File: src/hdl/ftc_regs.svh
`ifndef FTC_REGS_SVH
`define FTC_REGS_SVH

// register addresses on the one-wire frame
`define FTC_ADDR_FLASH    8'h01
`define FTC_ADDR_TORCH    8'h02
`define FTC_ADDR_SAFETY   8'h03
`define FTC_ADDR_BATT     8'h04

// largest legal data word per register
`define FTC_MAX_FLASH     8'h1f
`define FTC_MAX_TORCH     8'h1f
`define FTC_MAX_SAFETY    8'h07
`define FTC_MAX_BATT      8'h09

// field positions of the enable/current registers
`define FTC_EN_BIT        4
`define FTC_CODE_MSB      3
`define FTC_CODE_LSB      0

// reset values
`define FTC_RST_LED_EN    1'h0
`define FTC_RST_LED_CODE  4'h0
`define FTC_RST_SAFETY    3'h7
`define FTC_RST_BATT      4'h7

// timing: safety step 156.25 ms in microseconds, 1 us tick at 10 ns clock
`define FTC_CLK_NS        10
`define FTC_TICK_NS       1000
`define FTC_TICK_CYC      (`FTC_TICK_NS / `FTC_CLK_NS)
`define FTC_STEP_US       156250

// low-battery threshold: code 1 is 3.0 V, 100 mV per code
`define FTC_BATT_BASE_MV  12'hbb8
`define FTC_BATT_STEP_MV  12'h064
`define FTC_BATT_OFF      4'h0

`endif

File: src/hdl/ftc_pkg.sv
`default_nettype none
package ftc_pkg;

  typedef struct packed {
    logic       en;
    logic [3:0] code;
  } ftc_led_t;

  typedef struct packed {
    logic       valid;
    logic [7:0] addr;
    logic [7:0] data;
  } ftc_wr_t;

  typedef enum logic [1:0] {
    TMR_IDLE    = 2'b00,
    TMR_RUN     = 2'b01,
    TMR_EXPIRED = 2'b10
  } ftc_tmr_t;

  typedef struct packed {
    ftc_led_t    flash;
    ftc_led_t    torch;
    logic [2:0]  safety;
    logic [3:0]  batt;
    logic [13:0] flash_pct;
    logic [13:0] torch_pct;
    logic [20:0] timeout_us;
    logic [11:0] batt_mv;
    logic        low_batt;
    ftc_tmr_t    tmr;
    logic [15:0] tick_cnt;
    logic [20:0] elapsed_us;
    logic        flash_on;
    logic        torch_on;
    logic        accept;
    logic        reject;
  } ftc_state_t;

endpackage
`default_nettype wire

File: src/hdl/ftc_level_lut.sv
`default_nettype none
module ftc_level_lut (
  input  wire logic [3:0]  code_i, // current code
  output logic      [13:0] pct_o   // percent of max current, x100
);
  always_comb begin
    unique case (code_i)
      4'h0: pct_o = 14'd10000;
      4'h1: pct_o = 14'd8896;
      4'h2: pct_o = 14'd7904;
      4'h3: pct_o = 14'd7072;
      4'h4: pct_o = 14'd6304;
      4'h5: pct_o = 14'd5600;
      4'h6: pct_o = 14'd4992;
      4'h7: pct_o = 14'd4464;
      4'h8: pct_o = 14'd3968;
      4'h9: pct_o = 14'd3552;
      4'ha: pct_o = 14'd3168;
      4'hb: pct_o = 14'd2816;
      4'hc: pct_o = 14'd2512;
      4'hd: pct_o = 14'd2240;
      4'he: pct_o = 14'd2000;
      4'hf: pct_o = 14'd1792;
    endcase
  end
endmodule
`default_nettype wire

File: src/hdl/ftc_ctrl_regs.sv
// What this block does
// flash values 0-15 store level, flash off
// flash values 16-31 store level, enable flash
// flash bit 4 enable, bits 3:0 code
// code maps to percent table, 100.00 to 17.92
// flash register resets to zero
// torch values 0-15 store level, torch off
// torch values 16-31 store level, enable torch
// torch enable zero keeps torch off
// torch bit 4 enable, same percent table
// torch register resets to zero
// safety timer limits on-time above threshold
// duration code n gives (n+1) x 156.25 ms
// safety duration resets to code 7
// below battery threshold: flag, inhibit flash
// battery code zero disables detection
// battery codes 1-9 give 3.0-3.8 V
// battery threshold resets to code 7
// over-maximum writes rejected, frame discarded
// registers addressed 1 to 4
// write-only, defaults on shutdown
// decoded outputs change only on accepted write or shutdown
`include "ftc_regs.svh"
`default_nettype none
module ftc_ctrl_regs #(
  parameter int unsigned TICK_CYC = `FTC_TICK_CYC,
  parameter logic [20:0] STEP_US  = 21'(`FTC_STEP_US)
) (
  input  wire logic             clk_i,            // 100 MHz clock
  input  wire logic             rst_b_i,          // async reset, active low
  input  wire logic             shutdown_i,       // shutdown state, level
  input  wire ftc_pkg::ftc_wr_t wr_i,             // latched frame from decoder
  input  wire logic [11:0]      supply_mv_i,      // supply voltage, mV
  input  wire logic             over_thresh_i,    // LED current above threshold
  output ftc_pkg::ftc_led_t     flash_o,          // flash enable and code
  output ftc_pkg::ftc_led_t     torch_o,          // torch enable and code
  output logic [13:0]           flash_pct_o,      // flash level, % x100
  output logic [13:0]           torch_pct_o,      // torch level, % x100
  output logic [2:0]            safety_code_o,    // duration code
  output logic [20:0]           timeout_us_o,     // time-out, us
  output logic [3:0]            batt_code_o,      // battery threshold code
  output logic [11:0]           batt_mv_o,        // threshold, mV (0 off)
  output logic                  low_batt_o,       // low-battery flag
  output logic                  flash_on_o,       // flash allowed to run
  output logic                  torch_on_o,       // torch running
  output logic                  safety_expired_o, // safety timer ran out
  output logic                  wr_accept_o,      // frame accepted pulse
  output logic                  wr_reject_o       // frame discarded pulse
);
  import ftc_pkg::*;

  ftc_state_t  st_q;
  ftc_state_t  st_d;
  logic [13:0] flash_pct_w;
  logic [13:0] torch_pct_w;
  logic [3:0]  lut_code [2];
  logic [13:0] lut_pct [2];

  function automatic logic [7:0] reg_max(input logic [7:0] addr);
    unique case (addr)
      `FTC_ADDR_FLASH:  reg_max = `FTC_MAX_FLASH;
      `FTC_ADDR_TORCH:  reg_max = `FTC_MAX_TORCH;
      `FTC_ADDR_SAFETY: reg_max = `FTC_MAX_SAFETY;
      default:          reg_max = `FTC_MAX_BATT;
    endcase
  endfunction

  function automatic logic addr_ok(input logic [7:0] addr);
    addr_ok = (addr >= `FTC_ADDR_FLASH) && (addr <= `FTC_ADDR_BATT);
  endfunction

  assign lut_code[0] = st_d.flash.code;
  assign lut_code[1] = st_d.torch.code;
  assign flash_pct_w = lut_pct[0];
  assign torch_pct_w = lut_pct[1];

  // same table for flash and torch
  for (genvar i = 0; i < 2; i++) begin : g_lut
    ftc_level_lut u_lut (
      .code_i (lut_code[i]),
      .pct_o  (lut_pct[i])
    );
  end

  always_comb begin
    logic       ok;
    logic       tick;
    logic       active;
    ok     = 1'b0;
    tick   = 1'b0;
    active = 1'b0;
    st_d   = st_q;
    st_d.accept = 1'b0;
    st_d.reject = 1'b0;

    // write path: only whole legal frames update state
    if (wr_i.valid && !shutdown_i) begin
      ok = addr_ok(wr_i.addr) && (wr_i.data <= reg_max(wr_i.addr));
      st_d.accept = ok;
      st_d.reject = !ok;
      if (ok) begin
        unique case (wr_i.addr)
          `FTC_ADDR_FLASH: begin
            st_d.flash.en   = wr_i.data[`FTC_EN_BIT];
            st_d.flash.code = wr_i.data[`FTC_CODE_MSB:`FTC_CODE_LSB];
          end
          `FTC_ADDR_TORCH: begin
            st_d.torch.en   = wr_i.data[`FTC_EN_BIT];
            st_d.torch.code = wr_i.data[`FTC_CODE_MSB:`FTC_CODE_LSB];
          end
          `FTC_ADDR_SAFETY: st_d.safety = wr_i.data[2:0];
          default:          st_d.batt   = wr_i.data[3:0];
        endcase
      end
    end

    // shutdown holds every register at default
    if (shutdown_i) begin
      st_d.flash.en   = `FTC_RST_LED_EN;
      st_d.flash.code = `FTC_RST_LED_CODE;
      st_d.torch.en   = `FTC_RST_LED_EN;
      st_d.torch.code = `FTC_RST_LED_CODE;
      st_d.safety     = `FTC_RST_SAFETY;
      st_d.batt       = `FTC_RST_BATT;
    end

    // decoded views follow the stored values on the same edge
    st_d.flash_pct  = flash_pct_w;
    st_d.torch_pct  = torch_pct_w;
    st_d.timeout_us = 21'(({18'h0, st_d.safety} + 21'h1) * STEP_US);
    if (st_d.batt == `FTC_BATT_OFF) begin
      st_d.batt_mv = 12'h0;
    end else begin
      st_d.batt_mv = 12'(`FTC_BATT_BASE_MV
                   + 12'(st_d.batt - 4'h1) * `FTC_BATT_STEP_MV);
    end

    // low-battery compare; code zero never flags
    st_d.low_batt = (st_q.batt != `FTC_BATT_OFF)
                  && (supply_mv_i < st_q.batt_mv);

    // 1 us tick divider
    if (st_q.tick_cnt >= 16'(TICK_CYC - 1)) begin
      st_d.tick_cnt = 16'h0;
      tick = 1'b1;
    end else begin
      st_d.tick_cnt = st_q.tick_cnt + 16'h1;
    end

    // safety timer only runs while current is over threshold
    active = (st_q.flash.en || st_q.torch.en) && over_thresh_i;
    unique case (st_q.tmr)
      TMR_IDLE: begin
        st_d.elapsed_us = 21'h0;
        if (active) begin
          st_d.tmr = TMR_RUN;
        end
      end
      TMR_RUN: begin
        if (!active) begin
          st_d.tmr = TMR_IDLE;
        end else if (tick) begin
          st_d.elapsed_us = st_q.elapsed_us + 21'h1;
          if (st_q.elapsed_us + 21'h1 >= st_q.timeout_us) begin
            st_d.tmr = TMR_EXPIRED;
          end
        end
      end
      TMR_EXPIRED: begin
        if (!st_q.flash.en && !st_q.torch.en) begin
          st_d.tmr = TMR_IDLE;
        end
      end
      default: st_d.tmr = TMR_IDLE;
    endcase
    if (shutdown_i) begin
      st_d.tmr = TMR_IDLE;
    end

    st_d.flash_on = st_q.flash.en && !st_q.low_batt
                  && (st_q.tmr != TMR_EXPIRED);
    st_d.torch_on = st_q.torch.en && (st_q.tmr != TMR_EXPIRED);
  end

  always_ff @(posedge clk_i or negedge rst_b_i) begin
    if (!rst_b_i) begin
      st_q <= '{flash: '{`FTC_RST_LED_EN, `FTC_RST_LED_CODE},
                torch: '{`FTC_RST_LED_EN, `FTC_RST_LED_CODE},
                safety: `FTC_RST_SAFETY,
                batt: `FTC_RST_BATT,
                flash_pct: 14'd10000,
                torch_pct: 14'd10000,
                timeout_us: 21'((21'(`FTC_RST_SAFETY) + 21'h1) * STEP_US),
                batt_mv: 12'he10,
                tmr: TMR_IDLE,
                default: '0};
    end else begin
      st_q <= st_d;
    end
  end

  assign flash_o          = st_q.flash;
  assign torch_o          = st_q.torch;
  assign flash_pct_o      = st_q.flash_pct;
  assign torch_pct_o      = st_q.torch_pct;
  assign safety_code_o    = st_q.safety;
  assign timeout_us_o     = st_q.timeout_us;
  assign batt_code_o      = st_q.batt;
  assign batt_mv_o        = st_q.batt_mv;
  assign low_batt_o       = st_q.low_batt;
  assign flash_on_o       = st_q.flash_on;
  assign torch_on_o       = st_q.torch_on;
  assign safety_expired_o = st_q.tmr[1]; // only the expired code has bit 1 set
  assign wr_accept_o      = st_q.accept;
  assign wr_reject_o      = st_q.reject;
endmodule
`default_nettype wire

File: config.mk
export PLATFORM = sky130hd
export DESIGN_NAME = ftc_ctrl_regs
export DESIGN_NICKNAME = d
export VERILOG_FILES = /design/src/hdl/ftc_pkg.sv /design/src/hdl/ftc_level_lut.sv /design/src/hdl/ftc_ctrl_regs.sv
export VERILOG_INCLUDE_DIRS = /design/src /design/src/hdl
export SDC_FILE = /design/constraint.sdc
export NUM_CORES = 1
export LEC_CHECK = 0
export ABC_AREA = 1
export BUFFER_PORTS_ARGS = -buffer_cell sky130_fd_sc_hd__buf_2
export CORE_ASPECT_RATIO = 0.75
export CORE_MARGIN = 4
export CORE_UTILIZATION = 35
export DETAILED_ROUTE_END_ITERATION = 8
export GPL_TIMING_DRIVEN = 1
export HOLD_SLACK_MARGIN = 0.05
export PLACE_DENSITY = 0.64
export SLEW_MARGIN = 15
export SYNTH_ARGS = -nofsm -noshare
export SYNTH_HDL_FRONTEND = slang
export SYNTH_SLANG_ARGS = --single-unit
File: constraint.sdc
create_clock -name clk_i -period 10.05 [get_ports clk_i]
set_input_delay 1.005 -clock clk_i [delete_from_list [all_inputs] [get_ports clk_i]]
set_output_delay 1.005 -clock clk_i [all_outputs]
set_load 0.01 [all_outputs]
==> impl_results.md <==
* Final ANT Viol Nets at 0
* Hold_buf cts at 0
* Drt pass-1 iters at 5
* Crit path DAT at 6.52 ns
* Synth area leaders: dfrtp_1 (26%), ha_1 (14%), dfstp_2 (9.4%)
* Post-synth top area share at 26.2%
* Deepest clock path buffer count at 2
* # Post-CTS Setup Buffers at 0
* Fmax at 0.160 GHz
* WL per Instance at 13.0 um
* CP top delay family: adder cells
* Crit path kind: input pin to flip-flop
* Tcrit/Tclk final at 62.1%
* Iteration-0 DRC Markers at 345
* Status: finished clean
* HPWL after DPL at 13.0 mm
* Die height at 138 um
* Critical path fanouts, max at 8
* # clock sinks at 110
* GP Congestion at 0.825
* Register bit count reported by yosys at 110
* Count leader, synth: inv_1
* Synth cell types at 58
* CTS buffer count at 9
* PwrDens at 101 nW/um2
* Chip Width at 181 um
* CTS root buffer: clkbuf_16
* Antenna cell count at 0
* Avg Cell Area, Syn at 8.68 um2
* I/O pins at 117
* Dominant cell type by area after synthesis: dfrtp_1
* CTS tree: built
* Final setup violation count at 0
* Post-CTS sizing at 0
* Initial antenna violation count at 0
* Worst Hold Margin at 0.476 ns
* Vias in the first global route at 5413
* Worst setup EP type: flip-flop
* Placement row count at 47
* Netlist Area Pre-Place at 7840 um2
* Ratio of cells with drive above 1 in the final layout at 22.7%
* Fillers at 2247
* Total gr overflow at 0
* DRT Wirelength at 16.2 mm
* Worst path bufs/invs at 4
* Routed via count at 5608
* Main synth FF type: dfrtp_1
* YS warnings at 0
* Largest net degree at the start of global routing at 63
* Worst skew pair latency at 0.36 ns
* DRC viols at 0
* RSZ-0062 raised after global routing: no
* Most frequent cells after synthesis: inv_1 (149), nand2_1 (128), ha_1 (87)
* CP peak stage delay at 0.46 ns
* Post-synth EDFFs at 0
* Htree depth at 3
* Fin. Hold Viols at 0
* Vias per cell at 4.48
* Initial Utilization at 35.6%
* Buffers on Ports at 103
* Max-slew headroom at 47.8%
* First-pass GRT wire length at 26.7 mm
* Reg clk slew, reported paths at 0.07 ns
* Peak VDD IR at 0.0741 mV
* Die footprint at 24900 um2
* Max Cap Viol at 0
* CP max stage cell: fa_1
* CP Launch Type: input pin
* Final-report max-slew violation count at 0
* Leakage at 4.58 nW
* All-Layer GR Usage at 13.3%
* Area Overhead vs Synth at 7.93%
* DP Area at 8170 um2
* NumNets Final at 1078
* Total negative slack at 0 ns
* Design Area, Final at 8470 um2
* Max Clock Skew at 0.00905 ns
* Reg2Reg Depth at 26
* Total core area at 22100 um2
* Post-Syn Instances at 904
* Worst path required time at 10.33 ns
* Critical path depth at 30
* Sequential area share after synthesis at 35.5%
* Hold Path Class: flip-flop to flip-flop
* Min Tclk post-route at 6.24 ns
* Worst-Margin Slew at 0.783 ns
* Hold path cells at 1
* Asr flop ratio synth at 100%
[final cells by class]
cell class | count | area [um2] | area share, %
multi-input cells | 559 | 3850 | 45.5
clock buffers | 10 | 229 | 2.70
clock inverters | 6 | 70.1 | 0.828
repair buffers | 105 | 533 | 6.30
flip-flops and latches | 110 | 2790 | 32.9
inverters | 167 | 627 | 7.40
well taps | 294 | 368 | 4.35
[metrics by stage]
stage                     instances  worst slack, ns  total power, W  util [%]
after CTS                      1251             3.76        0.000864      38.4
final                          1251             3.81        0.000851      38.4
after global routing           1251             3.22        0.000888      38.4
after floorplan                 923             4.23        0.000476         -
after global placement         1235             3.53        0.000495      37.0
after detailed placement       1235             3.40        0.000496      37.0
[worst paths after layout]
check | startpoint | to | slack [ns]
max in group asynchronous | rst_b_i | timeout_us_o[19] | 8.14
worst min register to register | st_q[25] | st_q[25] | 0.48
worst min-delay path | st_q[25] | st_q[25] | 0.48
min in group asynchronous | rst_b_i | st_q[7] | 0.66
worst max register to register | batt_code_o[1] | batt_mv_o[11] | 5.50
worst max-delay path | wr_i[11] | timeout_us_o[19] | 3.81
[routing by layer]
layer | track usage, % | up-vias | wire length [um]
li1 | - | 2897 | -
met1 | 18.2 | 2597 | 8070
met2 | 20.6 | 93 | 7110
met3 | 3.56 | 21 | 693
met4 | 3.99 | 0 | 348
met5 | 0 | - | 0
[state kept, by name (all words and copies together), names as in the netlist]
name              count
wr_reject_o           1
torch_o               5
flash_pct_o          10
wr_accept_o           1
batt_code_o           4
flash_o               5
timeout_us_o         19
batt_mv_o            10
st_q                 38
torch_pct_o          10
safety_code_o         3
torch_on_o            1
flash_on_o            1
low_batt_o            1
safety_expired_o      1
[where the power goes]
group / switching (W) / leakage [nW] / internal, W
sequential: 0.00000113 / 1.41 / 0.000445
combinational: 0.0000296 / 3.02 / 0.0000106
clock: 0.000169 / 0.141 / 0.000196
total: 0.000199 / 4.58 / 0.000652
[kinds of logic (layout without fill, tap and decap cells)]
kind of cell / count (synthesis) / after routing / synth area share (%)
AND/OR/NAND/NOR: 295 / 295 / 18.5
XOR/XNOR: 37 / 37 / 4.37
other: 1 / 20 / 0.0478
AO/OA/AOI/OAI: 114 / 114 / 9.83
buffers and inverters: 254 / 288 / 16.3
flip-flops: 110 / 110 / 35.5
adder cells (fa/ha/maj): 93 / 93 / 15.4
[cell usage in the layout, fill, tap and decap left out, types with 7 or more instances in the layout]
cell type  synthesis  routed
inv_1            149     149
nand2_1          128     128
buf_2              0     102
ha_1              87      87
dfrtp_1           82      82
nor2_1            63      63
nand3_1           35      35
a21oi_1           34      34
xor2_1            31      31
dfstp_2           28      28
o21ai_0           23      23
conb_1             1      20
inv_2             18      18
nor3_1            12      12
o22ai_1           12      12
nand4_1           11      11
nand2_2           10      10
clkbuf_16          0       9
o21ai_1            7       7
Note: power is estimated with default switching activity, not from simulation.
